==> config.mk <==
export PLATFORM = sky130hd
export DESIGN_NAME = acq_scan_conversion_timing_engine
export DESIGN_NICKNAME = d
export VERILOG_FILES = /design/src/design/acq_pkg.sv /design/src/design/acq_scan_conversion_timing_engine.sv
export VERILOG_INCLUDE_DIRS = /design/src /design/src/design
export SDC_FILE = /design/constraint.sdc
export NUM_CORES = 1
export LEC_CHECK = 0
export ABC_AREA = 1
export BUFFER_PORTS_ARGS = -buffer_cell sky130_fd_sc_hd__buf_4
export CAP_MARGIN = 20
export CORE_MARGIN = 2
export CORE_UTILIZATION = 45
export CTS_CLUSTER_SIZE = 30
export DETAILED_ROUTE_END_ITERATION = 8
export PLACE_DENSITY = 0.69
export SETUP_SLACK_MARGIN = 0.4
export SYNTH_ARGS = -nofsm -noshare
export SYNTH_HDL_FRONTEND = slang
export SYNTH_SLANG_ARGS = --single-unit
==> constraint.sdc <==
create_clock -name MCLK_IN -period 4.4 [get_ports MCLK_IN]
set_input_delay 0.44 -clock MCLK_IN [delete_from_list [all_inputs] [get_ports MCLK_IN]]
set_output_delay 0.44 -clock MCLK_IN [all_outputs]
set_load 0.005 [all_outputs]
==> src/design/acq_defines.svh <==
`ifndef ACQ_DEFINES_SVH
`define ACQ_DEFINES_SVH
// counter and field widths
`define ACQ_CNT_W       16
`define ACQ_CHN_W       8
`define ACQ_CFG_W       14
// register byte offsets
`define ACQ_OFS_CMD     8'h00
`define ACQ_OFS_CFG     8'h04
`define ACQ_OFS_STATUS  8'h08
`define ACQ_OFS_CONVDIV 8'h0C
`define ACQ_OFS_CONVDLY 8'h10
`define ACQ_OFS_SCANDIV 8'h14
`define ACQ_OFS_SCANDLY 8'h18
`define ACQ_OFS_CHANCNT 8'h1C
`define ACQ_OFS_SCANCNT 8'h20
`define ACQ_OFS_STBDIV  8'h24
`define ACQ_OFS_SAMPLFT 8'h28
// command bits (write only, self clearing)
`define ACQ_CMD_START   0
`define ACQ_CMD_STOP    1
// status bits, overrun cleared by writing one
`define ACQ_STS_OVERRUN 0
`define ACQ_STS_INSCAN  1
`define ACQ_STS_ARMED   2
`define ACQ_STS_ACTIVE  3
// reset values
`define ACQ_RST_CFG     14'h0000
`define ACQ_RST_CONVDIV 16'h0004
`define ACQ_RST_CONVDLY 16'h0003
`define ACQ_RST_SCANDIV 16'h0010
`define ACQ_RST_SCANDLY 16'h0002
`define ACQ_RST_CHANCNT 8'h01
`define ACQ_RST_SCANCNT 16'h0001
`define ACQ_RST_STBDIV  16'h0001
`endif

==> src/design/acq_pkg.sv <==
`include "acq_defines.svh"
package acq_pkg;
    typedef logic [`ACQ_CNT_W-1:0] cnt_t;
    typedef logic [`ACQ_CHN_W-1:0] chn_t;
    // engine states
    typedef enum logic [1:0] {
        ST_IDLE  = 2'b00,
        ST_DELAY = 2'b01,
        ST_RUN   = 2'b10
    } eng_state_e;
    // begin trigger source
    typedef enum logic [1:0] {
        TRIG_SOFT    = 2'b00,
        TRIG_DIGITAL = 2'b01,
        TRIG_ANALOG  = 2'b10
    } trig_src_e;
    // configuration word, last member at bit 0
    typedef struct packed {
        logic      conv_ext;
        logic      conv_fall;
        logic      scan_ext;
        logic      scan_fall;
        trig_src_e trig_src;
        logic      trig_fall;
        logic      continuous;
        logic      retrig;
        logic      conv_tb_fast;
        logic      hold_pol;
        logic      hold_lvl;
        logic      stop_en;
        logic      stop_fall;
    } cfg_s;
    // previous levels of the edge sensitive inputs
    typedef struct packed {
        logic conv;
        logic scan;
        logic trig;
        logic cmp;
        logic stop;
    } pins_s;
endpackage : acq_pkg

==> src/design/acq_scan_conversion_timing_engine.sv <==
// Summary of operation
// - each accepted conversion pulse starts one conversion
// - conversion edge selectable rising or falling
// - down-counter from scan pulse emits conversions, reloads
// - first conversion delayed, default three ticks
// - conversion pulse driven out active low
// - pulses ignored until begin trigger accepted
// - conversions ignored before a scan pulse
// - extra conversions ignored until next scan
// - early scan pulse raises scan overrun
// - conversion timebase: scan timebase or fast tick
// - hold-done pulse after each conversion begins
// - hold-done polarity set by software
// - begin on trigger, or software command
// - end on count or stop trigger in finite mode, or command
// - retriggerable: full set per begin trigger
// - triggers ignored while generating, then rearm if retriggerable
// - stop trigger honoured once per finite acquisition
// - digital begin trigger edge selectable
// - analog begin on rising comparison edge
// - begin trigger driven out active high
// - first scan delayed, default two ticks
// - sample counter counts scans down to zero
// - hold trigger level halts scan generator
//
// Chosen here: the APB slave port and the address map.
`timescale 1ns/1ns
`include "acq_defines.svh"
module acq_scan_conversion_timing_engine
    import acq_pkg::*;
(
    input  wire logic        MCLK_IN,
    input  wire logic        RST_N_IN,
    input  wire logic        PSEL_IN,
    input  wire logic        PENABLE_IN,
    input  wire logic        PWRITE_IN,
    input  wire logic [7:0]  PADDR_IN,
    input  wire logic [31:0] PWDATA_IN,
    output logic      [31:0] PRDATA_OUT,
    output logic             PREADY_OUT,
    output logic             PSLVERR_OUT,
    input  wire logic        EXT_CONV_IN,
    input  wire logic        EXT_SCAN_IN,
    input  wire logic        BEGIN_TRIG_IN,
    input  wire logic        CMP_EVENT_IN,
    input  wire logic        STOP_TRIG_IN,
    input  wire logic        HOLD_TRIG_IN,
    input  wire logic        FAST_TB_TICK_IN,
    output logic             ADC_CONV_OUT,
    output logic             CONV_PULSE_N_OUT,
    output logic             HOLD_DONE_OUT,
    output logic             BEGIN_TRIG_OUT,
    output logic             SCAN_PULSE_OUT
);

////////////////////////////////////////////////////////////
// helpers

// edge of a synchronous input against its previous level
function automatic logic edge_hit(input logic cur, input logic prv,
                                  input logic fall);
    edge_hit = fall ? (prv & ~cur) : (cur & ~prv);
endfunction : edge_hit

// address decode for the error answer; the read mux decodes the address itself
function automatic logic mapped(input logic [7:0] a);
    mapped = (a[1:0] == 2'h0) && (a <= `ACQ_OFS_SAMPLFT);
endfunction : mapped

////////////////////////////////////////////////////////////
// register file over apb

cfg_s        cfg, next_cfg;           // mode bits
cnt_t        conv_div, next_conv_div; // conversion period
cnt_t        conv_dly, next_conv_dly; // scan to first conversion
cnt_t        scan_div, next_scan_div; // scan period
cnt_t        scan_dly, next_scan_dly; // trigger to first scan
chn_t        chan_cnt, next_chan_cnt; // conversions per scan
cnt_t        scan_cnt, next_scan_cnt; // scans per acquisition
cnt_t        stb_div, next_stb_div;   // scan timebase divider
logic        pready, next_pready;
logic        pslverr, next_pslverr;
logic [31:0] prdata, next_prdata;
logic        wr, cmd_start, cmd_stop, clr_ovr;

// engine state read back by software
eng_state_e  st;
logic        armed, in_scan, overrun;
cnt_t        samp_left;

// one wait state: pready rises in the second access cycle
always_comb
begin
    next_cfg      = cfg;
    next_conv_div = conv_div;
    next_conv_dly = conv_dly;
    next_scan_div = scan_div;
    next_scan_dly = scan_dly;
    next_chan_cnt = chan_cnt;
    next_scan_cnt = scan_cnt;
    next_stb_div  = stb_div;
    next_prdata   = prdata;
    next_pslverr  = pslverr;
    next_pready   = PSEL_IN & PENABLE_IN & ~pready;
    wr = PSEL_IN & PENABLE_IN & pready & PWRITE_IN;
    cmd_start = 1'b0;
    cmd_stop  = 1'b0;
    clr_ovr   = 1'b0;
    if (PSEL_IN && PENABLE_IN && !pready)
    begin
        // answer registered on the same edge as pready
        next_pslverr = ~mapped(PADDR_IN);
        next_prdata  = 32'h0000_0000;
        if (!PWRITE_IN)
        begin
            case (PADDR_IN)
                `ACQ_OFS_CFG:     next_prdata[`ACQ_CFG_W-1:0] = cfg;
                `ACQ_OFS_STATUS:
                begin
                    next_prdata[`ACQ_STS_OVERRUN] = overrun;
                    next_prdata[`ACQ_STS_INSCAN]  = in_scan;
                    next_prdata[`ACQ_STS_ARMED]   = armed;
                    next_prdata[`ACQ_STS_ACTIVE]  = (st != ST_IDLE);
                end
                `ACQ_OFS_CONVDIV: next_prdata[`ACQ_CNT_W-1:0] = conv_div;
                `ACQ_OFS_CONVDLY: next_prdata[`ACQ_CNT_W-1:0] = conv_dly;
                `ACQ_OFS_SCANDIV: next_prdata[`ACQ_CNT_W-1:0] = scan_div;
                `ACQ_OFS_SCANDLY: next_prdata[`ACQ_CNT_W-1:0] = scan_dly;
                `ACQ_OFS_CHANCNT: next_prdata[`ACQ_CHN_W-1:0] = chan_cnt;
                `ACQ_OFS_SCANCNT: next_prdata[`ACQ_CNT_W-1:0] = scan_cnt;
                `ACQ_OFS_STBDIV:  next_prdata[`ACQ_CNT_W-1:0] = stb_div;
                `ACQ_OFS_SAMPLFT: next_prdata[`ACQ_CNT_W-1:0] = samp_left;
                default:          next_prdata = 32'h0000_0000; // cmd reads zero
            endcase
        end
    end
    if (wr)
    begin
        case (PADDR_IN)
            `ACQ_OFS_CMD:
            begin
                cmd_start = PWDATA_IN[`ACQ_CMD_START];
                cmd_stop  = PWDATA_IN[`ACQ_CMD_STOP];
            end
            `ACQ_OFS_CFG:     next_cfg = cfg_s'(PWDATA_IN[`ACQ_CFG_W-1:0]);
            `ACQ_OFS_STATUS:  clr_ovr = PWDATA_IN[`ACQ_STS_OVERRUN];
            `ACQ_OFS_CONVDIV: next_conv_div = PWDATA_IN[`ACQ_CNT_W-1:0];
            `ACQ_OFS_CONVDLY: next_conv_dly = PWDATA_IN[`ACQ_CNT_W-1:0];
            `ACQ_OFS_SCANDIV: next_scan_div = PWDATA_IN[`ACQ_CNT_W-1:0];
            `ACQ_OFS_SCANDLY: next_scan_dly = PWDATA_IN[`ACQ_CNT_W-1:0];
            `ACQ_OFS_CHANCNT: next_chan_cnt = PWDATA_IN[`ACQ_CHN_W-1:0];
            `ACQ_OFS_SCANCNT: next_scan_cnt = PWDATA_IN[`ACQ_CNT_W-1:0];
            `ACQ_OFS_STBDIV:  next_stb_div = PWDATA_IN[`ACQ_CNT_W-1:0];
            default:          next_cfg = cfg; // read-only or unmapped
        endcase
    end
end

// register stage of the bus group
always_ff @(posedge MCLK_IN)
begin
    if (!RST_N_IN)
    begin
        cfg      <= cfg_s'(`ACQ_RST_CFG);
        conv_div <= `ACQ_RST_CONVDIV;
        conv_dly <= `ACQ_RST_CONVDLY;
        scan_div <= `ACQ_RST_SCANDIV;
        scan_dly <= `ACQ_RST_SCANDLY;
        chan_cnt <= `ACQ_RST_CHANCNT;
        scan_cnt <= `ACQ_RST_SCANCNT;
        stb_div  <= `ACQ_RST_STBDIV;
        pready   <= 1'b0;
        pslverr  <= 1'b0;
        prdata   <= 32'h0000_0000;
    end
    else
    begin
        cfg      <= next_cfg;
        conv_div <= next_conv_div;
        conv_dly <= next_conv_dly;
        scan_div <= next_scan_div;
        scan_dly <= next_scan_dly;
        chan_cnt <= next_chan_cnt;
        scan_cnt <= next_scan_cnt;
        stb_div  <= next_stb_div;
        pready   <= next_pready;
        pslverr  <= next_pslverr;
        prdata   <= next_prdata;
    end
end

assign PREADY_OUT  = pready;
assign PSLVERR_OUT = pslverr;
assign PRDATA_OUT  = prdata;

////////////////////////////////////////////////////////////
// timing engine

eng_state_e next_st;
logic       next_armed, next_in_scan, next_overrun;
cnt_t       next_samp_left;
cnt_t       stb_cnt, next_stb_cnt;     // scan timebase divider
cnt_t       scan_tmr, next_scan_tmr;   // scan pulse down-counter
cnt_t       conv_tmr, next_conv_tmr;   // conversion down-counter
chn_t       conv_left, next_conv_left; // conversions still owed
logic       stop_used, next_stop_used;
pins_s      prv, next_prv;
logic       conv_o, hold_o, begin_o, scan_o, convn_o;
logic       next_hold_o;
// combinational events
logic       stb_tick, conv_tick, hold_act, trig_hit, trig_ok;
logic       scan_req, scan_ok, conv_req, conv_fire, stop_ok, acq_end;
logic       set_ovr;

always_comb
begin
    next_st        = st;
    next_armed     = armed;
    next_in_scan   = in_scan;
    next_samp_left = samp_left;
    next_scan_tmr  = scan_tmr;
    next_conv_tmr  = conv_tmr;
    next_conv_left = conv_left;
    next_stop_used = stop_used;
    next_prv       = '{EXT_CONV_IN, EXT_SCAN_IN, BEGIN_TRIG_IN,
                       CMP_EVENT_IN, STOP_TRIG_IN};
    trig_ok   = 1'b0;
    scan_req  = 1'b0;
    conv_req  = 1'b0;
    conv_fire = 1'b0;
    stop_ok   = 1'b0;
    acq_end   = 1'b0;
    set_ovr   = 1'b0;
    // scan timebase: system clock divided, zero treated as one
    stb_tick     = (stb_cnt <= 16'h0001);
    next_stb_cnt = stb_tick ? stb_div : stb_cnt - 16'h0001;
    conv_tick = cfg.conv_tb_fast ? FAST_TB_TICK_IN : stb_tick;
    hold_act  = (HOLD_TRIG_IN == cfg.hold_lvl);
    // begin trigger source select
    case (cfg.trig_src)
        TRIG_SOFT:    trig_hit = cmd_start;
        TRIG_DIGITAL: trig_hit = edge_hit(BEGIN_TRIG_IN, prv.trig,
                                          cfg.trig_fall);
        TRIG_ANALOG:  trig_hit = CMP_EVENT_IN & ~prv.cmp;
        default:      trig_hit = 1'b0;
    endcase
    case (st)
        ST_IDLE:
        begin
            // only idle listens, so a busy engine ignores triggers
            if ((armed || cmd_start) && trig_hit)
            begin
                trig_ok        = 1'b1;
                next_stop_used = 1'b0;
                next_samp_left = scan_cnt;
                next_conv_tmr  = conv_dly;
                next_scan_tmr  = scan_dly;
                next_st = cfg.scan_ext ? ST_RUN : ST_DELAY;
            end
        end
        ST_DELAY, ST_RUN: // scans heard only after a begin trigger
        begin
            if (cfg.scan_ext)
                scan_req = edge_hit(EXT_SCAN_IN, prv.scan, cfg.scan_fall);
            else if (stb_tick && !hold_act) // generator halts on hold
            begin
                if (scan_tmr <= 16'h0001)
                begin
                    scan_req      = 1'b1;
                    next_scan_tmr = scan_div;
                    next_st       = ST_RUN;
                end
                else
                    next_scan_tmr = scan_tmr - 16'h0001;
            end
        end
        default: next_st = ST_IDLE;
    endcase
    // finite mode refuses scans once the count is spent
    scan_ok = scan_req && (cfg.continuous || samp_left != 16'h0000);
    if (scan_ok)
    begin
        set_ovr        = in_scan && conv_left != 8'h00;
        next_in_scan   = 1'b1;
        next_conv_left = chan_cnt;
        next_conv_tmr  = conv_dly;
        if (!cfg.continuous)
            next_samp_left = samp_left - 16'h0001;
    end
    else if (in_scan && conv_left != 8'h00)
    begin
        if (cfg.conv_ext)
            conv_req = edge_hit(EXT_CONV_IN, prv.conv, cfg.conv_fall);
        else if (conv_tick)
        begin
            conv_req      = (conv_tmr <= 16'h0001);
            next_conv_tmr = conv_tmr - 16'h0001;
        end
        if (conv_req)
        begin
            conv_fire      = 1'b1;
            next_conv_left = conv_left - 8'h01;
            // reload the period, or the delay when the scan is done
            next_conv_tmr  = (conv_left == 8'h01) ? conv_dly : conv_div;
            next_in_scan   = (conv_left != 8'h01);
        end
    end
    // acquisition end conditions
    if (st != ST_IDLE)
    begin
        stop_ok = !cfg.continuous && cfg.stop_en && !stop_used &&
                  edge_hit(STOP_TRIG_IN, prv.stop, cfg.stop_fall);
        acq_end = cmd_stop || stop_ok ||
                  (!cfg.continuous && st == ST_RUN && !in_scan &&
                   samp_left == 16'h0000);
    end
    if (stop_ok)
        next_stop_used = 1'b1;
    if (acq_end)
    begin
        next_st      = ST_IDLE;
        next_in_scan = 1'b0;
        next_armed   = cfg.retrig && armed; // stay armed for next trigger only when retrig is set
    end
    if (cmd_start)
        next_armed = 1'b1;
    next_overrun = set_ovr | (overrun & ~clr_ovr); // set beats clear
    next_hold_o  = conv_o ^ cfg.hold_pol;
end

// register stage of the engine group
always_ff @(posedge MCLK_IN)
begin
    if (!RST_N_IN)
    begin
        st        <= ST_IDLE;
        armed     <= 1'b0;
        in_scan   <= 1'b0;
        overrun   <= 1'b0;
        samp_left <= 16'h0000;
        stb_cnt   <= 16'h0000;
        scan_tmr  <= 16'h0000;
        conv_tmr  <= 16'h0000;
        conv_left <= 8'h00;
        stop_used <= 1'b0;
        prv       <= 5'h00;
        conv_o    <= 1'b0;
        convn_o   <= 1'b1;
        hold_o    <= 1'b0;
        begin_o   <= 1'b0;
        scan_o    <= 1'b0;
    end
    else
    begin
        st        <= next_st;
        armed     <= next_armed;
        in_scan   <= next_in_scan;
        overrun   <= next_overrun;
        samp_left <= next_samp_left;
        stb_cnt   <= next_stb_cnt;
        scan_tmr  <= next_scan_tmr;
        conv_tmr  <= next_conv_tmr;
        conv_left <= next_conv_left;
        stop_used <= next_stop_used;
        prv       <= next_prv;
        conv_o    <= conv_fire;
        convn_o   <= ~conv_fire;
        hold_o    <= next_hold_o;
        begin_o   <= trig_ok;
        scan_o    <= scan_ok;
    end
end

assign ADC_CONV_OUT     = conv_o;
assign CONV_PULSE_N_OUT = convn_o;
assign HOLD_DONE_OUT    = hold_o;
assign BEGIN_TRIG_OUT   = begin_o;
assign SCAN_PULSE_OUT   = scan_o;
endmodule : acq_scan_conversion_timing_engine

==> reports/results.ini <==
[power_and_ir_drop]
powerDensity_mw_per_mm2 = 409
power_uw = 5540
ir_worst_vdd_mv = 0.320
p_leak_uw = 0.00578

[detailed_routing]
drt-initial-drc-count = 1322
avgViaCountPerCell = 5.50
antenna_left = 0
wire_per_inst_um = 17.7
routed_wl_mm = 39.3
via_count = 12200
drc = 0
drt_first_pass_iters = 6

[placed_design]
port_buffers = 58
gp_congestion = 1.03
post-dp-hpwl_mm = 28.1
post-place-ws_ns = 1.55

[setup_path]
critPathRequiredTime_ns = 4.83
endpoint = conv_tmr[2]
cp_max_fo = 30
cp-startpoint = st[1]
r2r_slack_ns = 1.58
r2r_start = st[1]
critical_path_class = reg2reg
end_kind = flop
start_kind = flop
timing.rr.end = conv_tmr[2]
rr_worst_depth = 12
arrival_ns = 3.24

[logic_synthesis]
synthMuxAreaShare_pct = 0
ys_ff_latch = 224
syn_area_per_cell_um2 = 6.62
synth_top_family_by_area = simple AND/OR/NAND/NOR gates
synth.top_cell.area_share_pct = 36.6
syn-instance-count = 1852
synth.area.top_cells = dfxtp_1 37%, o21ai_0 10%, nand2_1 10%, nor2_1 7.8%, inv_1 6.7%
seq_area_frac_synth_pct = 36.6
synth_fa_ha_area_share_pct = 1.22
synth-compound-area-share_pct = 21.5
synth-simple-area-share_pct = 26.7
yosys.area_share.xor_xnor_pct = 2.57
syn_area_mm2 = 0.0123
yosysUniqueCellTypes = 44
yosysWarnings = 0
yosysTopAreaCell = dfxtp_1

[global_routing]
grt_max_degree = 178
grt_overflow_total = 0
grt_usage_pct = 26.9
grt_pass1_wl_mm = 60.8
antenna_found_initial = 0
grt_pass1_vias = 11100

[min_path]
hold_class = in2reg
worstHoldStart = CMP_EVENT_IN
min_delay_path_depth = 3

[cts]
cts.reportedPaths.clkPinSlew_ns = 0.06
cts_tree = done
cts_sinks = 224
cts-resized-gates = 0
clockBufferDepth = 3
cts_setup_buffers = 0
numCtsBuffers = 25
cts_hold_buf = 0
h-tree-depth = 1
clkLatencyLatePin_ns = 0.54
clockRootBuffer = clkbuf_16

[die]
coreArea_mm2 = 0.0269
io_pins = 91
start_util_pct = 45.6
die_y_um = 169
fp.dieArea_mm2 = 0.0286
floorplan.rows = 60
die_w_um = 169

[finish]
layout_common_cells = 332 x nand2_1, 255 x nor2_1, 253 x o21ai_0, 224 x dfxtp_1, 219 x inv_1
area_delta_synth_final_pct = 10.5
drive_gt1_share_pct = 9.13
fillers = 2750
diodes = 0
layout_commonest_cell = nand2_1
nNetsFinal = 1930

[sta]
setup_tns_ns = 0
fmax_ghz = 0.355
period_minus_slack_ns = 2.82
setup_viol = 0
tightest_slew_ns = 0.854
fin_worst_skew_ns = 0.0207
timing.final.ws_setup_ns = 1.58
rsz0062_at_grt = no
finalHoldViolations = 0
fin_crit_sh_pct = 64.0
relSlewSlack_pct = 43.0
slew_viol_final = 0

[flow_run]
drv_cap = 0

[outcome]
outcome = finished, final reports clean

[report_power, final]
part / leakage (µW) / internal (µW) / switching, µW / total (µW)
clock: 0.000395 / 1200 / 892 / 2090
sequential: 0.00181 / 2110 / 59.6 / 2170
combinational: 0.00357 / 423 / 857 / 1280
total: 0.00578 / 3730 / 1810 / 5540
[state kept, by name, indices dropped and copies added, names as in the netlist, 2 cells and up]
register	count
PRDATA_OUT	16
conv_div	16
conv_dly	16
conv_tmr	16
samp_left	16
scan_cnt	16
scan_div	16
scan_dly	16
scan_tmr	16
stb_cnt	16
stb_div	16
cfg	14
chan_cnt	8
conv_left	8
prv	5
st	2
[logic make-up after synthesis]
| group | Yosys count |
|---|---|
| AND/OR/NAND/NOR | 750 |
| AO/OA/AOI/OAI | 498 |
| buffers and inverters | 331 |
| flip-flops | 224 |
| XOR/XNOR | 36 |
| adder cells (fa/ha/maj) | 12 |
| other | 1 |
[cell usage after synthesis]
| cell | number |
|---|---|
| nor2_1 | 255 |
| buf_6 | 8 |
| a31oi_1 | 11 |
| buf_4 | 18 |
| nor3_1 | 15 |
| xor2_1 | 29 |
| or2_2 | 3 |
| o21a_4 | 1 |
| o31ai_1 | 1 |
| inv_1 | 219 |
| inv_2 | 15 |
| nand2_4 | 8 |
| o21ai_4 | 1 |
| nor4_1 | 1 |
| clkinv_1 | 3 |
| a21boi_4 | 1 |
| nand2_1 | 332 |
| nand3b_1 | 5 |
| ha_1 | 12 |
| nand2_8 | 2 |
| nor2_4 | 8 |
| nand2_2 | 9 |
| o21ai_0 | 253 |
| o211ai_1 | 7 |
| clkbuf_1 | 48 |
| o22ai_1 | 44 |
| nand4_1 | 12 |
| buf_2 | 18 |
| o21bai_1 | 1 |
| a221o_1 | 2 |
| dfxtp_1 | 224 |
| nor3_2 | 1 |
| nor2_2 | 12 |
| o21ai_1 | 15 |
| xnor2_1 | 7 |
| a2111oi_0 | 1 |
| o21ai_2 | 1 |
| a21oi_1 | 158 |
| a221oi_1 | 1 |
| nand3_1 | 82 |
| nand3_4 | 4 |
| conb_1 | 1 |
| buf_1 | 2 |
| nor3b_4 | 1 |
[layout make-up]
class	count	area, µm²	area share (%)
clock buffer	32	672	4.96
clock inverter	12	123	0.905
inverter	237	890	6.57
multi-input combinational	1312	6440	47.6
sequential	224	4480	33.1
tap	341	427	3.15
timing repair buffer	66	508	3.75
[metal layers]
layer / vias to the layer above / share of wire [%] / global-route usage, %
li1: 6013 / - / -
met1: 5653 / 45 / 37.8
met2: 479 / 44 / 42.7
met3: 85 / 7.3 / 3.16
met4: 0 / 3.9 / 9.85
met5: - / 0 / 0
[per-stage QoR]
step / cells / hold slack (ns) / utilization, % / area (µm²)
after global placement: 2180 / 0.455 / 47.4 / 12800
after CTS: 2224 / 0.0964 / 50.4 / 13500
after floorplan: 1867 / 0.436 / - / 12300
after detailed placement: 2180 / 0.462 / 47.4 / 12800
final: 2224 / 0.105 / 50.4 / 13500
after global routing: 2224 / 0.112 / 50.4 / 13500
[worst min path at each step]
| stage | slack [ns] | endpoint |
|---|---|---|
| finish | 0.10 | prv[1] |
| detailed placement | 0.46 | PRDATA_OUT[10] |
| CTS | 0.1 | prv[1] |
| global route | 0.11 | prv[1] |
| floorplan | 0.44 | scan_div[2] |
| global placement | 0.45 | samp_left[13] |
[critical path: stages, from the launching register on]
cell	delay (ns)
dfxtp_1	0.36
inv_1	0.07
ha_1	0.27
buf_4	0.29
clkinv_1	0.40
nor2_4	0.46
nand2_8	0.20
nand2_1	0.24
inv_1	0.18
nand2_1	0.09
inv_1	0.04
nand2_1	0.05
nand2_1	0.04
(Power assumes the default switching activity.)
